[src/hw/pmc_pkg.sv]
// package: register map, fields, reset values and timing for phy mode control
package pmc_pkg;

	// ------------------------------------------------------------------
	// register offsets (management register addresses)
	// ------------------------------------------------------------------
	localparam logic [4:0] REG_BASIC_MODE_CONTROL   = 5'h00;
	localparam logic [4:0] REG_AUTONEG_ADVERTISEMENT = 5'h04;
	localparam logic [4:0] REG_CONTROL_ONE          = 5'h09;
	localparam logic [4:0] REG_SELFTEST_LOOP_CONTROL = 5'h16;
	localparam logic [4:0] REG_INDICATOR_CONTROL    = 5'h18;
	localparam logic [4:0] REG_PHY_CONTROL          = 5'h19;

	// ------------------------------------------------------------------
	// field positions
	// ------------------------------------------------------------------
	localparam int BMC_LOOP_BIT     = 14;
	localparam int BMC_AUTONEG_BIT  = 12;
	localparam int BMC_ISOLATE_BIT  = 10;
	localparam int BMC_SPEED_BIT    = 13;
	localparam int BMC_DUPLEX_BIT   = 8;
	localparam int ADV_ABIL_LO      = 5;
	localparam int ADV_ABIL_HI      = 8;
	localparam int CTL1_AUTOX_BIT   = 14;
	localparam int STL_TXMEDIA_BIT  = 6;
	localparam int IND_RATE_LO      = 9;
	localparam int IND_RATE_HI      = 10;
	localparam int PHC_AUTOX_BIT    = 15;
	localparam int PHC_FORCEX_BIT   = 14;
	localparam int PHC_INDMODE_BIT  = 5;

	// ------------------------------------------------------------------
	// reset values
	// ------------------------------------------------------------------
	localparam logic [15:0] BMC_RESET  = 16'h3000;
	localparam logic [15:0] CTL1_RESET = 16'h4000;
	localparam logic [15:0] PHC_RESET  = 16'h8020;
	localparam logic [15:0] ADV_BASE   = 16'h0001;
	localparam logic [3:0]  ADV_FULL   = 4'hf;
	localparam logic [3:0]  ADV_HALF   = 4'h5;
	localparam logic [1:0]  RATE_5HZ   = 2'h0;
	localparam logic [4:0]  ADDR_DFLT  = 5'h01;

	// ------------------------------------------------------------------
	// timing
	// ------------------------------------------------------------------
	localparam int CLK_HZ         = 40000000;
	localparam int BLINK_5HZ      = 5;
	localparam int BLINK_HALF_CYC = CLK_HZ / (2 * BLINK_5HZ);

	// resolved link modes
	typedef enum logic [3:0] {
		SPD_10H  = 4'b0001,
		SPD_10F  = 4'b0010,
		SPD_100H = 4'b0100,
		SPD_100F = 4'b1000
	} pmc_mode_e;

endpackage : pmc_pkg

[src/hw/pmc_top.sv]
// phy mode control: registers, straps, negotiation, crossover, isolate
// ----------------------------------------------------------------------
// How it works
// - autoneg negotiates, else parallel detect half duplex
// - pick highest common advertised protocol
// - duplex strap sets advertisement bits 8:5
// - strap 0 limits to half duplex
// - reset with autoneg on, 100 advertised
// - both auto-crossover: random algorithm decides swap
// - auto-crossover default on; strap, control_one, phy_control
// - phy_control bit 14 forces crossover
// - basic_mode_control bit 10 isolates MAC
// - isolate ignores tx, floats MAC outputs
// - management access continues while isolated
// - isolated media keeps sending idles/pulses
// - isolated device still negotiates and links
// - latch 5-bit station address at reset
// - unstrapped station address equals 1
// - indicator mode: 1 link only, 0 blink
// - indicator_control 10:9 set blink rate
// - loopback from basic_mode_control 14, selftest 3:0
// - mac loopback: no link, data returned
// - external loopback uses normal mode
// - crossover strap low disables auto-crossover
// - indicator strap defaults mode 1, writable
// ----------------------------------------------------------------------
`timescale 1ns/1ps
`default_nettype none
module pmc_top
	import pmc_pkg::*;
#(
	parameter int HALF_CYC = BLINK_HALF_CYC
) (
	input  wire logic        ref_clk,
	input  wire logic        rst_b,
	input  wire logic        clkEn,
	// management register port
	input  wire logic [4:0]  mgmtPhyAddr,
	input  wire logic [4:0]  mgmtRegAddr,
	input  wire logic        mgmtWrite,
	input  wire logic        mgmtRead,
	input  wire logic [15:0] mgmtWrData,
	output logic [15:0]      mgmtRdData,
	output logic             mgmtRdValid,
	// straps, sampled on the first enabled edge after reset release
	input  wire logic        duplexStrap,
	input  wire logic        autoCrossoverStrap,
	input  wire logic        indicatorModeSelect,
	input  wire logic [4:0]  stationAddressStraps,
	// media side status
	input  wire logic        partnerCanNeg,
	input  wire logic [3:0]  partnerAbil,
	input  wire logic        partnerAutoX,
	input  wire logic        detSpeed100,
	input  wire logic        mediaLinkUp,
	input  wire logic        randomBit,
	input  wire logic        activity,
	// MAC side gating
	input  wire logic        macTxEn,
	output logic             macTxAccept,
	output logic             macOutEn,
	output logic             mediaSendData,
	output logic             mediaSendIdle,
	output logic             loopMac,
	output logic [3:0]       loopSel,
	output logic             linkReported,
	output logic             crossover,
	output logic             speed100,
	output logic             fullDuplex,
	output logic             linkIndicatorOutput,
	output logic [4:0]       stationAddr
);
	initial begin
		if (HALF_CYC < 4) $error("pmc_top: HALF_CYC too small");
	end

	// ------------------------------------------------------------------
	// register state
	// ------------------------------------------------------------------
	logic [15:0] bmc_r, bmc_nxt;
	logic [15:0] adv_r, adv_nxt;
	logic [15:0] ctl1_r, ctl1_nxt;
	logic [15:0] stl_r, stl_nxt;
	logic [15:0] ind_r, ind_nxt;
	logic [15:0] phc_r, phc_nxt;
	logic [4:0]  addr_r, addr_nxt;
	logic        dupStrap_r, dupStrap_nxt;
	logic        strapPend_r, strapPend_nxt;
	logic [15:0] rd_r, rd_nxt;
	logic        rdv_r, rdv_nxt;
	logic        hit;

	// straps caught on the first enabled edge after reset release
	always_comb begin
		bmc_nxt       = bmc_r;
		adv_nxt       = adv_r;
		ctl1_nxt      = ctl1_r;
		stl_nxt       = stl_r;
		ind_nxt       = ind_r;
		phc_nxt       = phc_r;
		addr_nxt      = addr_r;
		dupStrap_nxt  = dupStrap_r;
		strapPend_nxt = 1'b0;
		rd_nxt        = rd_r;
		rdv_nxt       = 1'b0;
		hit           = (mgmtPhyAddr == addr_r) && !strapPend_r;
		if (strapPend_r) begin
			addr_nxt     = stationAddressStraps;
			dupStrap_nxt = duplexStrap;
			adv_nxt[ADV_ABIL_HI:ADV_ABIL_LO] =
				duplexStrap ? ADV_FULL : ADV_HALF;
			ctl1_nxt[CTL1_AUTOX_BIT] = autoCrossoverStrap;
			phc_nxt[PHC_AUTOX_BIT]   = autoCrossoverStrap;
			phc_nxt[PHC_INDMODE_BIT] = indicatorModeSelect;
		end else if (hit && mgmtWrite) begin
			unique case (mgmtRegAddr)
				REG_BASIC_MODE_CONTROL:    bmc_nxt = mgmtWrData;
				REG_AUTONEG_ADVERTISEMENT: adv_nxt = mgmtWrData;
				REG_CONTROL_ONE:           ctl1_nxt = mgmtWrData;
				REG_SELFTEST_LOOP_CONTROL: stl_nxt = mgmtWrData;
				REG_INDICATOR_CONTROL:     ind_nxt = mgmtWrData;
				REG_PHY_CONTROL:           phc_nxt = mgmtWrData;
				default:                   ;
			endcase
		end
		if (hit && mgmtRead) begin
			rdv_nxt = 1'b1;
			unique case (mgmtRegAddr)
				REG_BASIC_MODE_CONTROL:    rd_nxt = bmc_r;
				REG_AUTONEG_ADVERTISEMENT: rd_nxt = adv_r;
				REG_CONTROL_ONE:           rd_nxt = ctl1_r;
				REG_SELFTEST_LOOP_CONTROL: rd_nxt = stl_r;
				REG_INDICATOR_CONTROL:     rd_nxt = ind_r;
				REG_PHY_CONTROL:           rd_nxt = phc_r;
				default:                   rd_nxt = 16'h0000;
			endcase
		end
	end

	always_ff @(posedge ref_clk) begin
		if (!rst_b) begin
			bmc_r       <= BMC_RESET;
			adv_r       <= ADV_BASE | {7'h00, ADV_FULL, 5'h00};
			ctl1_r      <= CTL1_RESET;
			stl_r       <= 16'h0000;
			ind_r       <= {5'h00, RATE_5HZ, 9'h000};
			phc_r       <= PHC_RESET;
			addr_r      <= ADDR_DFLT;
			dupStrap_r  <= 1'b1;
			strapPend_r <= 1'b1;
			rd_r        <= 16'h0000;
			rdv_r       <= 1'b0;
		end else if (clkEn) begin
			bmc_r       <= bmc_nxt;
			adv_r       <= adv_nxt;
			ctl1_r      <= ctl1_nxt;
			stl_r       <= stl_nxt;
			ind_r       <= ind_nxt;
			phc_r       <= phc_nxt;
			addr_r      <= addr_nxt;
			dupStrap_r  <= dupStrap_nxt;
			strapPend_r <= strapPend_nxt;
			rd_r        <= rd_nxt;
			rdv_r       <= rdv_nxt;
		end
	end

	assign mgmtRdData  = rd_r;
	assign mgmtRdValid = rdv_r;
	assign stationAddr = addr_r;

	// ------------------------------------------------------------------
	// mode resolution
	// ------------------------------------------------------------------
	logic [3:0] localAbil;
	logic       anyCommon;
	pmc_mode_e  best;

	always_comb begin
		localAbil = adv_r[ADV_ABIL_HI:ADV_ABIL_LO];
		if (!dupStrap_r) begin
			localAbil = localAbil & ADV_HALF;
		end
	end

	pmc_resolve u_resolve (
		.localAbil   (localAbil),
		.partnerAbil (partnerAbil),
		.anyCommon   (anyCommon),
		.bestMode    (best)
	);

	logic        spd_r, spd_nxt;
	logic        fdx_r, fdx_nxt;
	logic        xov_r, xov_nxt;
	logic        mLoop, autoX, neg;
	logic        blinkPhase;

	always_comb begin
		mLoop   = bmc_r[BMC_LOOP_BIT];
		neg     = bmc_r[BMC_AUTONEG_BIT];
		autoX   = phc_r[PHC_AUTOX_BIT] & ctl1_r[CTL1_AUTOX_BIT];
		spd_nxt = bmc_r[BMC_SPEED_BIT];
		fdx_nxt = bmc_r[BMC_DUPLEX_BIT] & dupStrap_r;
		// negotiation keeps running while isolated
		if (neg && partnerCanNeg && anyCommon) begin
			spd_nxt = (best == SPD_100F) || (best == SPD_100H);
			fdx_nxt = (best == SPD_100F) || (best == SPD_10F);
		end else if (neg) begin
			spd_nxt = detSpeed100;
			fdx_nxt = 1'b0;
		end
		xov_nxt = xov_r;
		if (phc_r[PHC_FORCEX_BIT]) begin
			xov_nxt = 1'b1;
		end else if (autoX && !mediaLinkUp) begin
			// both sides hunting: random choice; else we swap alone
			xov_nxt = partnerAutoX ? randomBit : ~xov_r;
		end else if (!autoX) begin
			xov_nxt = 1'b0;
		end
		// straps not latched yet: hold reset modes, no early full duplex
		if (strapPend_r) begin
			spd_nxt = spd_r;
			fdx_nxt = fdx_r;
			xov_nxt = xov_r;
		end
	end

	always_ff @(posedge ref_clk) begin
		if (!rst_b) begin
			spd_r <= 1'b1;
			fdx_r <= 1'b0;
			xov_r <= 1'b0;
		end else if (clkEn) begin
			spd_r <= spd_nxt;
			fdx_r <= fdx_nxt;
			xov_r <= xov_nxt;
		end
	end

	assign speed100   = spd_r;
	assign fullDuplex = fdx_r;
	assign crossover  = xov_r;

	// ------------------------------------------------------------------
	// isolate, loopback and indicator
	// ------------------------------------------------------------------
	pmc_blink #(
		.HALF_CYC (HALF_CYC)
	) u_blink (
		.ref_clk (ref_clk),
		.rst_b   (rst_b),
		.clkEn   (clkEn),
		.rateSel (ind_r[IND_RATE_HI:IND_RATE_LO]),
		.phase   (blinkPhase)
	);

	logic iso;
	logic ind_r2, ind_nxt2;

	always_comb begin
		iso         = bmc_r[BMC_ISOLATE_BIT];
		macTxAccept = macTxEn & ~iso;
		macOutEn    = ~iso;
		// media sends data only when not isolated; idles always
		mediaSendData = macTxEn & ~iso & (~mLoop |
			(spd_r & stl_r[STL_TXMEDIA_BIT]));
		mediaSendIdle = 1'b1;
		loopMac      = mLoop;
		loopSel      = stl_r[3:0];
		linkReported = mediaLinkUp & ~mLoop;
		if (phc_r[PHC_INDMODE_BIT]) begin
			ind_nxt2 = linkReported;
		end else begin
			ind_nxt2 = linkReported & ~(activity & blinkPhase);
		end
	end

	always_ff @(posedge ref_clk) begin
		if (!rst_b) begin
			ind_r2 <= 1'b0;
		end else if (clkEn) begin
			ind_r2 <= ind_nxt2;
		end
	end

	assign linkIndicatorOutput = ind_r2;
endmodule : pmc_top
`default_nettype wire

[src/hw/pmc_resolve.sv]
// priority resolution of the common link mode
`timescale 1ns/1ps
`default_nettype none
module pmc_resolve
	import pmc_pkg::*;
(
	input  wire logic [3:0] localAbil,
	input  wire logic [3:0] partnerAbil,
	output logic            anyCommon,
	output pmc_mode_e       bestMode
);
	logic [3:0] common;

	// ability bits: [0]10H [1]10F [2]100H [3]100F, highest wins
	always_comb begin
		common    = localAbil & partnerAbil;
		anyCommon = |common;
		if (common[3]) begin
			bestMode = SPD_100F;
		end else if (common[2]) begin
			bestMode = SPD_100H;
		end else if (common[1]) begin
			bestMode = SPD_10F;
		end else begin
			bestMode = SPD_10H;
		end
	end
endmodule : pmc_resolve
`default_nettype wire

[src/hw/pmc_blink.sv]
// activity blink timebase for the indicator output
`timescale 1ns/1ps
`default_nettype none
module pmc_blink
	import pmc_pkg::*;
#(
	parameter int HALF_CYC = BLINK_HALF_CYC
) (
	input  wire logic       ref_clk,
	input  wire logic       rst_b,
	input  wire logic       clkEn,
	input  wire logic [1:0] rateSel,
	output logic            phase
);
	initial begin
		if (HALF_CYC < 4) $error("pmc_blink: HALF_CYC too small");
	end

	logic [31:0] cnt_r;
	logic [31:0] cnt_nxt;
	logic        phase_r;
	logic        phase_nxt;
	logic [31:0] limit;

	// rate 0 = 5 Hz; higher codes run 2x, 4x, 8x faster
	always_comb begin
		limit     = 32'(HALF_CYC) >> rateSel;
		cnt_nxt   = cnt_r + 32'h1;
		phase_nxt = phase_r;
		if (cnt_r + 32'h1 >= limit) begin
			cnt_nxt   = 32'h0;
			phase_nxt = ~phase_r;
		end
	end

	always_ff @(posedge ref_clk) begin
		if (!rst_b) begin
			cnt_r   <= 32'h0;
			phase_r <= 1'b0;
		end else if (clkEn) begin
			cnt_r   <= cnt_nxt;
			phase_r <= phase_nxt;
		end
	end

	assign phase = phase_r;
endmodule : pmc_blink
`default_nettype wire

[config.mk]
export PLATFORM = sky130hd
export DESIGN_NAME = pmc_top
export DESIGN_NICKNAME = d
export VERILOG_FILES = /design/src/hw/pmc_pkg.sv /design/src/hw/pmc_top.sv /design/src/hw/pmc_resolve.sv /design/src/hw/pmc_blink.sv
export SDC_FILE = /design/constraint.sdc
export NUM_CORES = 1
export LEC_CHECK = 0
export ABC_AREA = 0
export BUFFER_PORTS_ARGS = -buffer_cell sky130_fd_sc_hd__buf_2
export CAP_MARGIN = 10
export CORE_ASPECT_RATIO = 0.7
export CORE_UTILIZATION = 57
export DETAILED_ROUTE_END_ITERATION = 8
export GPL_TIMING_DRIVEN = 0
export HOLD_SLACK_MARGIN = 0.06
export PLACE_DENSITY = 0.79
export SETUP_SLACK_MARGIN = 0.15
export SYNTH_ARGS = -nofsm -noshare
export SYNTH_HDL_FRONTEND = slang
export SYNTH_SLANG_ARGS = --single-unit
[constraint.sdc]
create_clock -name ref_clk -period 5.6 [get_ports ref_clk]
set_clock_uncertainty 0.15 [all_clocks]
set_input_delay 0.28 -clock ref_clk [delete_from_list [all_inputs] [get_ports ref_clk]]
set_output_delay 0.28 -clock ref_clk [all_outputs]
set_load 0.05 [all_outputs]
==> impl_metrics.env <==
export IMPL_status="finished, final reports clean"
export IMPL_r2r_slack_ps=510
export IMPL_p_comb_share_pct=6.9
export IMPL_tritoncts="yes"
export IMPL_die_h_um=101
export IMPL_rows=35
export IMPL_vdd_drop_max_mv=0.227
export IMPL_timing_rr_start="u_blink.cnt_r[0]$_SDFFE_PN0P_"
export IMPL_ctsResizeCount=0
export IMPL_syn_cell_area_um2=8000
export IMPL_seq_area_frac_synth_pct=39.3
export IMPL_synth_area_per_cell_um2=8.69
export IMPL_fin_setup_tns_ps=0
export IMPL_drt_wl_total_mm=23.2
export IMPL_required_ps=5820
export IMPL_period_minus_slack_ps=5090
export IMPL_startpoint_type="register"
export IMPL_cts_num_sinks=157
export IMPL_io_pins=86
export IMPL_die_w_um=144
export IMPL_grt_usage_pct=32.6
export IMPL_synth_area_leaders="dfxtp_1, mux2i_1, nand2_1"
export IMPL_htreeDepth=4
export IMPL_num_fill_cells=1091
export IMPL_seqPwrFrac_pct=47.2
export IMPL_timing_rr_end="u_blink.cnt_r[15]$_SDFFE_PN0P_"
export IMPL_clkLatencyLatePin_ps=430
export IMPL_timing_final_ws_setup_ps=506
export IMPL_clkPwrFrac_pct=45.8
export IMPL_drive_gt1_share_pct=12.7
export IMPL_drtIter0Drc=810
export IMPL_die_area_um2=14500
export IMPL_startpoint="u_blink.cnt_r[0]$_SDFFE_PN0P_"
export IMPL_antenna_found_initial=0
export IMPL_design_area_um2=9410
export IMPL_multi_input_area_um2=4500
export IMPL_dp_slack_ps=734
export IMPL_syn_nets=991
export IMPL_period_share_pct=91.0
export IMPL_powerDensity_nw_per_um2=255
export IMPL_port_buffers=82
export IMPL_crit_path_end_kind="register"
export IMPL_core_um2=13400
export IMPL_gp_congestion=0.954
export IMPL_critical_path_class="register to register"
export IMPL_hold_path_class="primary input to register"
export IMPL_numCtsBuffers=17
export IMPL_p_sw_uw=632
export IMPL_slew_viol_final=0
export IMPL_cts_buffer_depth=2
export IMPL_avgRoutedWirePerCell_um=18.7
export IMPL_dp_hpwl_mm=16.5
export IMPL_overflow=0
export IMPL_clock_fmax_ghz=0.196
export IMPL_worstSetupEndpoint="u_blink.cnt_r[15]$_SDFFE_PN0P_"
export IMPL_yosysTopAreaCell="dfxtp_1"
export IMPL_synth_cell_types=59
export IMPL_layout_nets=1114
export IMPL_final_hold_violation_count=0
export IMPL_syn_to_final_growth_pct=17.7
export IMPL_synth_edff_count=0
export IMPL_relSlewSlack_pct=41.7
export IMPL_via_per_inst=5.96
export IMPL_yosysWarnings=0
export IMPL_rsz0062_at_grt="no"
export IMPL_ys_flop_type="dfxtp_1"
export IMPL_yosysMostFrequentCell="dfxtp_1"
export IMPL_worstRegToRegCells=17
export IMPL_worstPathMaxFanout=10
export IMPL_place_area_um2=8640
export IMPL_synth_top_area_share_pct=39.3
export IMPL_cp_arrival_ps=5310
export IMPL_worst_pin_slew_ps=875
export IMPL_num_antenna_cells=0
export IMPL_min_delay_path_depth=4
export IMPL_start_util_pct=59.7
export IMPL_cts_root_buf="clkbuf_16"
export IMPL_max_cap_violations=0
export IMPL_drc=0
export IMPL_clk_pin_slew_ps=70
export IMPL_p_leak_nw=3.67
export IMPL_synthTopCellsByCount="dfxtp_1, nand2_1, mux2i_1, nor2b_1, nand3_1"
export IMPL_swShare_pct=26.3
export IMPL_setup_viol=0
export IMPL_ant_nets=0
export IMPL_dr_pass1_iters=5
export IMPL_syn_inst=921
export IMPL_grt_start_max_net_pins=17
export IMPL_async_flop_share_pct=0
export IMPL_grt_pass1_wl_mm=35.6
export IMPL_grt_pass1_vias=6542
export IMPL_vias=7408
export IMPL_seq_area_um2=3140
export IMPL_cell_internal_pwr_mw=1.77
export IMPL_ys_ff_latch=157
==> cell usage in the layout (no fill, tap or decap), drive strengths merged, types with 5 or more instances in the layout <==
cell	synthesis	final
nand2	121	121
nand3	56	56
a221oi	16	16
clkbuf	51	69
a211oi	16	16
buf	16	98
or3	8	8
nor3	7	7
xor2	9	9
xnor2	15	15
inv	21	30
a21oi	8	8
o21a	17	17
and2	33	33
o211ai	5	5
o21ai	41	41
nor2b	71	71
nand4	12	12
mux2i	77	77
a22oi	13	13
dfxtp	157	157
nor4	6	6
or4	6	6
and3	6	6
o22ai	6	6
dlygate4sd3	0	22
nor2	19	19
ha	20	20
a21boi	42	42
==> worst min path at each step <==
stage / startpoint / endpoint / slack, ps
after floorplan: stationAddressStraps[0] / stationAddr[0]$_SDFFE_PN1P_ / 250
after CTS: activity / linkIndicatorOutput$_SDFFE_PN0P_ / 60
final: activity / linkIndicatorOutput$_SDFFE_PN0P_ / 70
after global routing: activity / linkIndicatorOutput$_SDFFE_PN0P_ / 90
after global placement: fullDuplex$_SDFFE_PN0P_ / fullDuplex$_SDFFE_PN0P_ / 300
after detailed placement: fullDuplex$_SDFFE_PN0P_ / fullDuplex$_SDFFE_PN0P_ / 310
==> timing repair <==
action                                 in CTS  in global routing
buffers inserted                            0                  0
endpoints found under the hold margin      50                  0
hold buffers                               22                  0
==> cell type report <==
type,count,share of cell area [%]
multi-input cells,676,47.8
flip-flops and latches,157,33.4
repair buffers,104,6.70
clock buffers,18,4.56
plain buffers,67,2.96
well taps,185,2.46
clock inverters,14,1.30
inverters,21,0.837
==> metrics by stage <==
step                      hold WS [ps]  instances  utilization (%)  total power [mW]
final                             66.0       1242             70.2              2.40
after global routing              92.3       1242             70.2              2.46
after CTS                         61.0       1242             70.2              2.40
after detailed placement           305       1188             64.5              1.31
after global placement             299       1188             64.5              1.31
after floorplan                    254        921                -              1.24
==> power by group through the flow <==
stage / Sequential, mW / Clock [mW] / Combinational, mW
floorplan: 1.17 / 0 / 0.0728
global placement: 1.16 / 0 / 0.148
detailed placement: 1.16 / 0 / 0.149
CTS: 1.13 / 1.11 / 0.162
global route: 1.13 / 1.15 / 0.175
finish: 1.13 / 1.10 / 0.167
==> state kept, by name, indices dropped and copies added, names as in the netlist, 5 cells and up <==
name	cells
ctl1_r	16
stationAddr	5
stl_r	16
bmc_r	16
mgmtRdData	16
ind_r	16
u_blink.cnt_r	32
phc_r	16
adv_r	16
==> kinds of logic (layout without fill, tap and decap cells) <==
group                      Yosys count  after routing  synth area share (%)
AOI/OAI and AO/OA                  189            189                  16.8
xor gates and xnor gates            24             24                  2.63
adders and majority gates           20             20                  3.13
buffers and inverters               88            224                  4.47
DFF                                157            157                  39.3
muxes                               78             78                  9.78
other                                1              1                0.0469
and+or+nand+nor                    364            364                  23.9
==> routing by layer <==
metal / vias to the layer above / share of wire [%] / track usage [%]
met2: 427 / 39 / 45.0
li1: 3509 / - / -
met5: - / 0 / 0
met4: 0 / 2.2 / 9.17
met1: 3426 / 46 / 49.7
met3: 46 / 13 / 7.79
==> worst max-delay path, cell delays in order, from the launching register on <==
cell and delay (ps):
dfxtp_1 470, ha_1 190, clkbuf_1 350, and3_1 350, nand3_1 200, or2_2 310, clkbuf_1 160, or4_1 470
xnor2_1 160, ha_1 290, a21o_1 190, a21oi_1 200, o2111ai_1 140, o2111ai_1 420, o211ai_2 210, clkbuf_1 300
a211oi_1 320, o21a_1 140
Note: power is estimated with default switching activity, not from simulation.
